===== config.mk =====
export PLATFORM = sky130hd
export DESIGN_NAME = ctqc_top
export DESIGN_NICKNAME = d
export VERILOG_FILES = /design/src/hw/ctqc_pkg.sv /design/src/hw/ctqc_top.sv
export SDC_FILE = /design/constraint.sdc
export NUM_CORES = 1
export LEC_CHECK = 0
export ABC_AREA = 1
export BUFFER_PORTS_ARGS = -buffer_cell sky130_fd_sc_hd__buf_2
export CAP_MARGIN = 20
export CORE_MARGIN = 2
export CORE_UTILIZATION = 57
export CTS_CLUSTER_DIAMETER = 200
export CTS_CLUSTER_SIZE = 16
export DETAILED_ROUTE_END_ITERATION = 10
export HOLD_SLACK_MARGIN = 0.06
export PLACE_DENSITY = 0.85
export SLEW_MARGIN = 20
export SYNTH_ARGS = -nofsm -noshare
export SYNTH_HDL_FRONTEND = slang
export SYNTH_SLANG_ARGS = --single-unit

===== constraint.sdc =====
create_clock -name clk_i -period 6 [get_ports clk_i]
set_input_delay 0.6 -clock clk_i [delete_from_list [all_inputs] [get_ports clk_i]]
set_output_delay 0.6 -clock clk_i [all_outputs]
set_load 0.01 [all_outputs]

===== src/hw/ctqc_pkg.sv =====
package ctqc_pkg;

  // Register byte addresses on the 32-bit Avalon-MM slave
  localparam logic [7:0] BASE_LO_OFS = 8'h00;
  localparam logic [7:0] CFG_HI_OFS  = 8'h04;
  localparam logic [7:0] CTL_LO_OFS  = 8'h08;
  localparam logic [7:0] STA_OFS     = 8'h0C;
  localparam logic [7:0] MAIN_OFS    = 8'h10;
  localparam logic [7:0] SUM_OFS     = 8'h14;
  localparam logic [7:0] BASE_HI_OFS = 8'h18;

  // Configuration register field positions
  localparam int PL_LSB  = 13;
  localparam int DEP_LSB = 8;
  localparam int RTY_LSB = 5;
  localparam int PRI_LSB = 0;

  // Control register bit positions
  localparam int RST_BIT  = 10;
  localparam int REQ_BIT  = 9;
  localparam int INC_BIT  = 8;
  localparam int ATIE_BIT = 4;
  localparam int QEIE_BIT = 2;
  localparam int QNIE_BIT = 0;

  // Status register bit positions
  localparam int IDX_LSB  = 8;
  localparam int ABT_BIT  = 7;
  localparam int LARB_BIT = 6;
  localparam int ERR_BIT  = 5;
  localparam int ATIF_BIT = 4;
  localparam int QEIF_BIT = 2;
  localparam int QNIF_BIT = 0;

  // Main control register
  localparam int MODE_LSB = 0;
  localparam int RLE_BIT  = 3;

  // Reset values and codes
  localparam logic [1:0]  RTY_RST    = 2'h3;
  localparam logic [1:0]  RTY_NONE   = 2'h0;
  localparam logic [1:0]  RTY_THREE  = 2'h1;
  localparam logic [1:0]  TRIES_MAX  = 2'h3;
  localparam logic [2:0]  MODE_RST   = 3'h4;
  localparam logic [2:0]  CFG_MODE   = 3'h4;
  localparam logic [31:0] HDR_BYTES  = 32'h0000_0008;
  localparam logic [15:0] BASE_MASK  = 16'hFFFC;

  typedef struct packed {
    logic [2:0] payload_size_sel;
    logic [4:0] queue_depth_sel;
    logic [1:0] retry_policy;
    logic [4:0] transmit_priority;
  } ctqc_cfg_type;

  // Request toward the protocol engine
  typedef struct packed {
    logic        valid;
    logic [4:0]  slot_index;
    logic [31:0] slot_addr;
    logic [6:0]  payload_bytes;
    logic [4:0]  transmit_priority;
  } ctqc_eng_req_type;

  // Outcome pulses from the protocol engine
  typedef struct packed {
    logic done;
    logic fail;
    logic lost_arb;
    logic bus_err;
  } ctqc_eng_sts_type;

  typedef enum logic [1:0] {
    ST_RUN = 2'b01,
    ST_RST = 2'b10
  } ctqc_state_type;

  function automatic logic [6:0] ctqc_payload_bytes(input logic [2:0] sel);
    case (sel)
      3'h0:    ctqc_payload_bytes = 7'd8;
      3'h1:    ctqc_payload_bytes = 7'd12;
      3'h2:    ctqc_payload_bytes = 7'd16;
      3'h3:    ctqc_payload_bytes = 7'd20;
      3'h4:    ctqc_payload_bytes = 7'd24;
      3'h5:    ctqc_payload_bytes = 7'd32;
      3'h6:    ctqc_payload_bytes = 7'd48;
      default: ctqc_payload_bytes = 7'd64;
    endcase
  endfunction : ctqc_payload_bytes

endpackage : ctqc_pkg


===== src/hw/ctqc_top.sv =====
// Contract
// - Base address locates event FIFO; message slots follow directly after it.
// - Base address bits 1:0 read zero and cannot be written.
// - Payload size code selects 8,12,16,20,24,32,48 or 64 bytes.
// - Queue depth is depth field plus one, one to thirty-two slots.
// - Retry field: 00 none, 01 three, 10/11 unlimited; resets to 11.
// - Retry limit applies only when main limit enable bit is set.
// - Priority field ranks queue, 11111 highest, 00000 lowest.
// - Queue reset bit resets queue, then hardware clears it.
// - Send request starts sending; cleared when all queued messages sent.
// - Writing zero to a set send request aborts pending transmission.
// - Head advance bit moves head by exactly one slot.
// - Enable bit gates attempts-exhausted interrupt.
// - Attempts-exhausted flag set by hardware, sticky until software clears.
// - Empty flag one when nothing queued, enable gates it; resets one.
// - Not-full flag one while room remains, enable gates it; resets one.
// - Index field gives zero-based slot to transmit next.
// - Aborted bit one if last message aborted, zero if completed.
// - Aborted bit updates only on completion, abort or queue reset.
// - Lost-arbitration bit shows current message lost arbitration.
// - Error bit shows bus error during current message.
// - Summary bit zero is OR of enabled queue interrupt conditions.
//
// Our own choices: the Avalon-MM register port and the register offsets.
`timescale 1ns/1ps
module ctqc_top #(
  parameter logic [31:0] TEF_BYTES = 32'h0000_0000
) (
  input  wire logic                       clk_i,
  input  wire logic                       srst_i,
  input  wire logic [7:0]                 avs_address_i,
  input  wire logic                       avs_read_i,
  input  wire logic                       avs_write_i,
  input  wire logic [31:0]                avs_writedata_i,
  input  wire logic [3:0]                 avs_byteenable_i,
  output logic      [31:0]                avs_readdata_o,
  output logic                            avs_waitrequest_o,
  output ctqc_pkg::ctqc_eng_req_type      eng_req_o,
  output logic                            eng_abort_o,
  input  wire ctqc_pkg::ctqc_eng_sts_type eng_sts_i,
  output logic                            tx_irq_summary_o
);

  ctqc_pkg::ctqc_cfg_type   cfg_r;
  ctqc_pkg::ctqc_state_type state_r;
  logic [31:0] base_r;
  logic [2:0]  mode_r;
  logic        limit_en_r;
  logic        reset_req_r;
  logic        send_req_r;
  logic        ate_ie_r;
  logic        empty_ie_r;
  logic        room_ie_r;
  logic        ate_flag_r;
  logic        aborted_r;
  logic        lost_arb_r;
  logic        bus_err_r;
  logic [4:0]  head_r;
  logic [4:0]  tail_r;
  logic [5:0]  count_r;
  logic [1:0]  tries_r;
  logic        ack_r;
  logic [31:0] rdata_r;
  logic [31:0] rd_val;
  logic [31:0] be_mask;
  logic [31:0] wval;
  logic        wr_go;
  logic        empty;
  logic        room;
  logic [5:0]  depth;
  logic        advance;
  logic        done;
  logic        exhaust;
  logic        sw_abort;
  logic        q_rst;
  logic        irq;

  // Bus handshake: each access waits exactly one cycle
  assign avs_waitrequest_o = (avs_read_i | avs_write_i) & ~ack_r;
  assign wr_go = avs_write_i & ack_r;
  assign avs_readdata_o = rdata_r;

  always_ff @(posedge clk_i) begin
    if (srst_i) begin
      ack_r <= 1'b0;
    end else begin
      ack_r <= (avs_read_i | avs_write_i) & ~ack_r;
    end
  end

  // Occupancy views, live every cycle
  assign depth = {1'b0, cfg_r.queue_depth_sel} + 6'd1;
  assign empty = (count_r == 6'd0);
  assign room  = (count_r < depth);
  assign q_rst = (state_r == ctqc_pkg::ST_RST);

  // Read mux; unmapped addresses read zero
  always_comb begin
    rd_val = 32'h0000_0000;
    case (avs_address_i)
      ctqc_pkg::BASE_LO_OFS: rd_val[15:0] = base_r[15:0];
      ctqc_pkg::BASE_HI_OFS: rd_val[15:0] = base_r[31:16];
      ctqc_pkg::CFG_HI_OFS: begin
        rd_val[ctqc_pkg::PL_LSB +: 3]  = cfg_r.payload_size_sel;
        rd_val[ctqc_pkg::DEP_LSB +: 5] = cfg_r.queue_depth_sel;
        rd_val[ctqc_pkg::RTY_LSB +: 2] = cfg_r.retry_policy;
        rd_val[ctqc_pkg::PRI_LSB +: 5] = cfg_r.transmit_priority;
      end
      ctqc_pkg::CTL_LO_OFS: begin
        rd_val[ctqc_pkg::RST_BIT]  = reset_req_r;
        rd_val[ctqc_pkg::REQ_BIT]  = send_req_r;
        rd_val[ctqc_pkg::ATIE_BIT] = ate_ie_r;
        rd_val[ctqc_pkg::QEIE_BIT] = empty_ie_r;
        rd_val[ctqc_pkg::QNIE_BIT] = room_ie_r;
      end
      ctqc_pkg::STA_OFS: begin
        rd_val[ctqc_pkg::IDX_LSB +: 5] = tail_r;
        rd_val[ctqc_pkg::ABT_BIT]  = aborted_r;
        rd_val[ctqc_pkg::LARB_BIT] = lost_arb_r;
        rd_val[ctqc_pkg::ERR_BIT]  = bus_err_r;
        rd_val[ctqc_pkg::ATIF_BIT] = ate_flag_r;
        rd_val[ctqc_pkg::QEIF_BIT] = empty;
        rd_val[ctqc_pkg::QNIF_BIT] = room;
      end
      ctqc_pkg::MAIN_OFS: begin
        rd_val[ctqc_pkg::MODE_LSB +: 3] = mode_r;
        rd_val[ctqc_pkg::RLE_BIT]       = limit_en_r;
      end
      ctqc_pkg::SUM_OFS: rd_val[0] = irq;
      default: rd_val = 32'h0000_0000;
    endcase
  end

  // Merge write data with current contents by byte lane
  assign be_mask = {{8{avs_byteenable_i[3]}}, {8{avs_byteenable_i[2]}},
                    {8{avs_byteenable_i[1]}}, {8{avs_byteenable_i[0]}}};
  assign wval = (rd_val & ~be_mask) | (avs_writedata_i & be_mask);

  // Read data captured in the wait cycle, stable at the ack edge
  always_ff @(posedge clk_i) begin
    if (srst_i) begin
      rdata_r <= 32'h0000_0000;
    end else if (avs_read_i & ~ack_r) begin
      rdata_r <= rd_val;
    end
  end

  // Base address and main control
  always_ff @(posedge clk_i) begin
    if (srst_i) begin
      base_r     <= 32'h0000_0000;
      mode_r     <= ctqc_pkg::MODE_RST;
      limit_en_r <= 1'b0;
    end else if (wr_go) begin
      if (avs_address_i == ctqc_pkg::BASE_LO_OFS) begin
        base_r[15:0] <= wval[15:0] & ctqc_pkg::BASE_MASK;
      end
      if (avs_address_i == ctqc_pkg::BASE_HI_OFS) begin
        base_r[31:16] <= wval[15:0];
      end
      if (avs_address_i == ctqc_pkg::MAIN_OFS) begin
        mode_r     <= wval[ctqc_pkg::MODE_LSB +: 3];
        limit_en_r <= wval[ctqc_pkg::RLE_BIT];
      end
    end
  end

  // Queue configuration; geometry is frozen outside configuration mode
  always_ff @(posedge clk_i) begin
    if (srst_i) begin
      cfg_r.payload_size_sel  <= 3'h0;
      cfg_r.queue_depth_sel   <= 5'h00;
      cfg_r.retry_policy      <= ctqc_pkg::RTY_RST;
      cfg_r.transmit_priority <= 5'h00;
    end else if (wr_go && avs_address_i == ctqc_pkg::CFG_HI_OFS) begin
      if (mode_r == ctqc_pkg::CFG_MODE) begin
        cfg_r.payload_size_sel <= wval[ctqc_pkg::PL_LSB +: 3];
        cfg_r.queue_depth_sel  <= wval[ctqc_pkg::DEP_LSB +: 5];
      end
      cfg_r.retry_policy      <= wval[ctqc_pkg::RTY_LSB +: 2];
      cfg_r.transmit_priority <= wval[ctqc_pkg::PRI_LSB +: 5];
    end
  end

  // Interrupt enables
  always_ff @(posedge clk_i) begin
    if (srst_i) begin
      ate_ie_r   <= 1'b0;
      empty_ie_r <= 1'b0;
      room_ie_r  <= 1'b0;
    end else if (wr_go && avs_address_i == ctqc_pkg::CTL_LO_OFS) begin
      ate_ie_r   <= wval[ctqc_pkg::ATIE_BIT];
      empty_ie_r <= wval[ctqc_pkg::QEIE_BIT];
      room_ie_r  <= wval[ctqc_pkg::QNIE_BIT];
    end
  end

  // Control write strobes
  assign advance = wr_go && avs_address_i == ctqc_pkg::CTL_LO_OFS
                   && wval[ctqc_pkg::INC_BIT] && room && !q_rst;
  assign sw_abort = wr_go && avs_address_i == ctqc_pkg::CTL_LO_OFS
                    && send_req_r && !wval[ctqc_pkg::REQ_BIT];
  assign done = eng_sts_i.done && send_req_r && !empty && !q_rst;

  // Retry budget: limit applies only with the main enable set
  always_comb begin
    exhaust = 1'b0;
    if (eng_sts_i.fail && send_req_r && !q_rst && limit_en_r) begin
      if (cfg_r.retry_policy == ctqc_pkg::RTY_NONE) begin
        exhaust = 1'b1;
      end else if (cfg_r.retry_policy == ctqc_pkg::RTY_THREE) begin
        exhaust = (tries_r == ctqc_pkg::TRIES_MAX);
      end
    end
  end

  always_ff @(posedge clk_i) begin
    if (srst_i) begin
      tries_r <= 2'h0;
    end else if (q_rst || done || exhaust || sw_abort) begin
      tries_r <= 2'h0;
    end else if (eng_sts_i.fail && send_req_r && tries_r != ctqc_pkg::TRIES_MAX) begin
      tries_r <= tries_r + 2'h1;
    end
  end

  // Queue reset sequencer: request seen, queue cleared next cycle
  always_ff @(posedge clk_i) begin
    if (srst_i) begin
      state_r     <= ctqc_pkg::ST_RUN;
      reset_req_r <= 1'b0;
    end else begin
      case (state_r)
        ctqc_pkg::ST_RUN: begin
          if (wr_go && avs_address_i == ctqc_pkg::CTL_LO_OFS
              && wval[ctqc_pkg::RST_BIT]) begin
            state_r     <= ctqc_pkg::ST_RST;
            reset_req_r <= 1'b1;
          end
        end
        ctqc_pkg::ST_RST: begin
          state_r     <= ctqc_pkg::ST_RUN;
          reset_req_r <= 1'b0;
        end
        default: begin
          state_r     <= ctqc_pkg::ST_RUN;
          reset_req_r <= 1'b0;
        end
      endcase
    end
  end

  // Head, tail and occupancy; wrap at the configured depth
  always_ff @(posedge clk_i) begin
    if (srst_i || q_rst) begin
      head_r  <= 5'h00;
      tail_r  <= 5'h00;
      count_r <= 6'd0;
    end else begin
      if (advance) begin
        head_r <= (head_r == cfg_r.queue_depth_sel) ? 5'h00 : head_r + 5'h01;
      end
      if (done) begin
        tail_r <= (tail_r == cfg_r.queue_depth_sel) ? 5'h00 : tail_r + 5'h01;
      end
      if (advance && !done) begin
        count_r <= count_r + 6'd1;
      end else if (done && !advance) begin
        count_r <= count_r - 6'd1;
      end
    end
  end

  // Send request: set by software, dropped when drained or aborted
  always_ff @(posedge clk_i) begin
    if (srst_i || q_rst) begin
      send_req_r <= 1'b0;
    end else if (sw_abort || exhaust) begin
      send_req_r <= 1'b0;
    end else if (wr_go && avs_address_i == ctqc_pkg::CTL_LO_OFS
                 && wval[ctqc_pkg::REQ_BIT]) begin
      send_req_r <= 1'b1;
    end else if (done && count_r == 6'd1 && !advance) begin
      send_req_r <= 1'b0;
    end
  end

  // Outcome of the last message
  always_ff @(posedge clk_i) begin
    if (srst_i || q_rst) begin
      aborted_r  <= 1'b0;
      lost_arb_r <= 1'b0;
      bus_err_r  <= 1'b0;
    end else begin
      if (sw_abort || exhaust) begin
        aborted_r <= 1'b1;
      end else if (done) begin
        aborted_r <= 1'b0;
      end
      if (done) begin
        lost_arb_r <= 1'b0;
        bus_err_r  <= 1'b0;
      end else if (eng_sts_i.fail && send_req_r) begin
        lost_arb_r <= eng_sts_i.lost_arb;
        bus_err_r  <= eng_sts_i.bus_err;
      end
    end
  end

  // Exhausted flag: a new event outranks a clear in the same cycle
  always_ff @(posedge clk_i) begin
    if (srst_i) begin
      ate_flag_r <= 1'b0;
    end else if (exhaust) begin
      ate_flag_r <= 1'b1;
    end else if (wr_go && avs_address_i == ctqc_pkg::STA_OFS
                 && !wval[ctqc_pkg::ATIF_BIT]) begin
      ate_flag_r <= 1'b0;
    end
  end

  // Summary of enabled conditions
  assign irq = (ate_ie_r & ate_flag_r) | (empty_ie_r & empty)
             | (room_ie_r & room);
  assign tx_irq_summary_o = irq;

  // Engine request, registered; slots follow the event FIFO area
  always_ff @(posedge clk_i) begin
    if (srst_i) begin
      eng_req_o   <= '0;
      eng_abort_o <= 1'b0;
    end else begin
      eng_req_o.valid         <= send_req_r & ~empty & ~q_rst;
      eng_req_o.slot_index    <= tail_r;
      eng_req_o.slot_addr     <= base_r + TEF_BYTES
                                 + 32'(tail_r) * (ctqc_pkg::HDR_BYTES
                                 + 32'(ctqc_pkg::ctqc_payload_bytes(
                                   cfg_r.payload_size_sel)));
      eng_req_o.payload_bytes <= ctqc_pkg::ctqc_payload_bytes(cfg_r.payload_size_sel);
      eng_req_o.transmit_priority <= cfg_r.transmit_priority;
      eng_abort_o             <= sw_abort | exhaust;
    end
  end

  // Checks
  AST_BASE_ALIGN: assert property (@(posedge clk_i) disable iff (srst_i)
    base_r[1:0] == 2'h0)
    else $error("base address not word aligned");
  AST_DEPTH_CFG: assert property (@(posedge clk_i) disable iff (srst_i)
    (mode_r != ctqc_pkg::CFG_MODE) |=> $stable(cfg_r.queue_depth_sel))
    else $error("depth changed outside configuration mode");
  AST_RESET_CLEARS: assert property (@(posedge clk_i) disable iff (srst_i)
    $rose(reset_req_r) |=> (!reset_req_r && count_r == 6'd0 && !send_req_r))
    else $error("queue reset did not complete in one cycle");
  AST_DRAIN_CLEARS: assert property (@(posedge clk_i) disable iff (srst_i)
    (done && count_r == 6'd1 && !advance && !sw_abort && !exhaust)
    |=> !send_req_r && empty)
    else $error("send request stayed set after drain");
  AST_ABORT: assert property (@(posedge clk_i) disable iff (srst_i)
    sw_abort |=> !send_req_r && aborted_r && eng_abort_o)
    else $error("abort not honoured");
  AST_ADVANCE_ONE: assert property (@(posedge clk_i) disable iff (srst_i)
    (advance && !done) |=> count_r == $past(count_r) + 6'd1)
    else $error("head advance did not add one message");
  AST_FLAG_STICKY: assert property (@(posedge clk_i) disable iff (srst_i)
    (ate_flag_r && !(wr_go && avs_address_i == ctqc_pkg::STA_OFS
                     && !wval[ctqc_pkg::ATIF_BIT])) |=> ate_flag_r)
    else $error("exhausted flag lost");
  AST_LIMIT_GATED: assert property (@(posedge clk_i) disable iff (srst_i)
    !limit_en_r |-> !exhaust)
    else $error("retry limit applied while disabled");
  AST_ABT_HOLD: assert property (@(posedge clk_i) disable iff (srst_i)
    !(done || sw_abort || exhaust || q_rst) |=> $stable(aborted_r))
    else $error("aborted bit changed without cause");
  AST_SUMMARY: assert property (@(posedge clk_i) disable iff (srst_i)
    (empty_ie_r && count_r == 6'd0) |-> tx_irq_summary_o)
    else $error("summary missed enabled empty condition");
  AST_INDEX_RANGE: assert property (@(posedge clk_i) disable iff (srst_i)
    tail_r <= cfg_r.queue_depth_sel)
    else $error("index beyond depth");

  COV_FILL: cover property (@(posedge clk_i) disable iff (srst_i) !room);
  COV_DRAIN: cover property (@(posedge clk_i) disable iff (srst_i)
    send_req_r ##1 !send_req_r && !aborted_r);
  COV_EXHAUST: cover property (@(posedge clk_i) disable iff (srst_i) exhaust);
  COV_QRESET: cover property (@(posedge clk_i) disable iff (srst_i) q_rst);

endmodule : ctqc_top


==> run metrics <==
ant diodes=0; clock power share=54.1%; Commonest cells post-synth=nand2_1, inv_1, dfxtp_1; gr ovfl total=0; cell-internal power=1.76 mW; clk sinks=136; global routing usage on met3=6.77%; Post-Synth Simple-Gate Area=23.9%; cell taking the most area after synthesis=dfxtp_1; CP Max Fanout=8; antenna viol nets, final=0; DRC viols=0; Initial Util=58.7%; Slew Viols, Final=0; maximum clock insertion buffer count=2; First DRT Iteration DRCs=741; post_cts resized=0; layout cells sized above 1=17.0%; row cnt=42; synthesized area per cell=7.40 µm²; dpl hpwl=15200 µm; Critical Path Start Type=register; CTS tree=yes; Clock Latency Late Sink=430 ps; die area=14700 µm²; min cycle time layout=5250 ps; max_slew headroom=55.9%; Pwr Density=249 nW/µm²; Required @ worst endpoint=6370 ps; RSZ-0062 raised after global routing=false; Syn. warnings=0; Max VDD drop=0.231 mV; Post-synth EDFFs=0; Die Span Y=121 µm; Static Leakage=4.26 nW; Nets=1257; CP endpoint kind=register; Post-Synth XOR/XNOR Area=1.12%; initial antenna violation count=0; DRT Pass-1 Iters=5; most common cell in the netlist=nand2_1; Top FF cell, synth=dfxtp_1; fillers=1103; GR peak layer=met2; Root Buffer=clkbuf_16; CP peak stage delay=550 ps; routed wire length=21000 µm; critical path type=register to register; slowest CP cell=fa_1; maxcap violations=0; Die X=121 µm; met2 Resource Use GR=49.3%; period utilization=87.4%; DP Area=8330 µm²; Port-buffer cells=98; Slew @ Worst Pin=661 ps; Seq pwr share=40.9%; first-pass GRT wire length=34400 µm; post-synthesis compound-gate area fraction=17.6%; Yosys cell types=52; Area growth syn-to-layout=15.4%; largest family of logic cells by synthesized area=simple AND/OR/NAND/NOR gates; Worst EP arrival=5620 ps; Setup Buffers After CTS=0; Placer Congestion=0.976; count of endpoints failing setup in the final report=0; Final Instance Area=9010 µm²; routed vias/inst=5.57; crit path cell chain=inv_1 -> o21ai_0 -> inv_1 -> ha_1 -> xor2_1 -> nor2_1 -> fa_1 -> fa_1 -> inv_1 -> fa_1 -> inv_1 -> ha_1 -> a21oi_1 -> nand2_1 -> a31oi_1 -> o21ai_1 -> nand2_1 -> nand2_1 -> nand2_1 -> nor2_1; Adder-Cell Fraction of Synth Area=10.8%; Yosys top cell area share=34.9%; clock transition at the registers of the reported paths=60 ps; Max Clk Rate=0.191 GHz; outcome=finished clean; mapped cell area=7810 µm²; M1 GR Usage=37.8%; switching share of total power=21.6%; reg2reg setup slack=750 ps; Async SR Flop Fraction=0%; Hold Crit Class=primary input to register; multiplexer share of the synthesized area=0.128%; Final Hold Fails=0; htree depth=4; Setup TNS=0 ps; leading post-synthesis cells by cell area=dfxtp_1, nand2_1, inv_1; core box area=13300 µm²; number of global-route vias before repair=7057; Synth Register Bits=136; Layout Skew=8.99 ps; # IOs=137; pin count of the biggest net entering global routing=69; Overall Power=2.24 mW; Seq/Total Area, Yosys=34.9%; Post-Synthesis Cells=1055; cts bufs inserted=17; WL/cell=15.7 µm; vias after detailed routing=7457; P_sw=0.485 mW; total track usage=30.1%; Hold-fix buffers, CTS=0; combinational share of power=5.0%
cells in the final DEF, fill, tap and decap left out, types with 12 or more instances in the layout:
master	n
nand4_1	12
buf_2	98
dfxtp_1	136
nor2_1	110
ha_1	34
a21oi_1	96
o21ai_0	65
clkbuf_16	17
inv_1	147
nand3_1	66
nand2_1	176
conb_1	25
fa_1	21
o21ai_1	18
power by group through the flow:
stage	logic, mW	registers [mW]	clock network [mW]
2_1_floorplan	0.0755	0.940	0
3_3_place_gp	0.109	0.936	0
3_5_place_dp	0.110	0.936	0
4_1_cts	0.111	0.917	1.21
5_1_grt	0.123	0.917	1.25
6_report	0.113	0.917	1.21
area by class of cell:
cell class                 instances  area [µm²]  area share [%]
tap                              176         220            2.44
sequential                       136        2720            30.2
clock buffer                      20         467            5.18
timing repair buffer             101         513            5.69
inverter                         156         587            6.51
clock inverter                    11         219            2.43
multi-input combinational        738        4280            47.5
sequential cells by signal (all words and copies together), names as in the netlist:
| signal | cells |
|---|---|
| tail_r | 5 |
| ate_flag_r | 1 |
| room_ie_r | 1 |
| eng_req_o | 46 |
| ack_r | 1 |
| send_req_r | 1 |
| bus_err_r | 1 |
| avs_readdata_o | 16 |
| tries_r | 2 |
| state_r | 2 |
| count_r | 6 |
| mode_r | 3 |
| aborted_r | 1 |
| limit_en_r | 1 |
| ate_ie_r | 1 |
| lost_arb_r | 1 |
| base_r | 30 |
| eng_abort_o | 1 |
| cfg_r | 15 |
| empty_ie_r | 1 |
path summary, 6_finish.rpt:
check / cells after the start / startpoint / end
max: 20 / cfg_r[12] / eng_req_o[34]
min: 3 / eng_sts_i[1] / lost_arb_r
max reg2reg: 20 / cfg_r[12] / eng_req_o[34]
min reg2reg: 2 / cfg_r[0] / eng_req_o[0]
kinds of logic (layout without fill, tap and decap cells):
family,after synthesis,after routing
buffers and inverters,204,288
muxes,1,1
DFF,136,136
AOI/OAI and AO/OA,235,235
other,2,25
xor gates and xnor gates,10,10
and+or+nand+nor,412,412
adders and majority gates,55,55
stage by stage:
step / utilization [%] / std cells / worst slack (ps) / hold slack [ps]
2_1_floorplan: - / 1078 / 1480 / 413
3_3_place_gp: 62.6 / 1307 / 1050 / 439
3_5_place_dp: 62.6 / 1307 / 922 / 444
4_1_cts: 67.8 / 1338 / 870 / 415
5_1_grt: 67.8 / 1338 / 246 / 437
6_report: 67.8 / 1338 / 753 / 415
routing by layer:
layer	up-vias	wire length, µm
met2	367	9930
met3	53	1880
met5	-	0
met4	0	670
li1	3587	-
met1	3450	8510
critical path: cells and delay by family, from the launching register on:
family,cells,cell delay [ps]
adder cells (fa/ha/maj),5,2160
AND/OR/NAND/NOR,6,630
flip-flops,1,440
AO/OA/AOI/OAI,4,1150
XOR/XNOR,1,370
buffers and inverters,4,410
No activity file was read; power rests on OpenSTA's default activity.
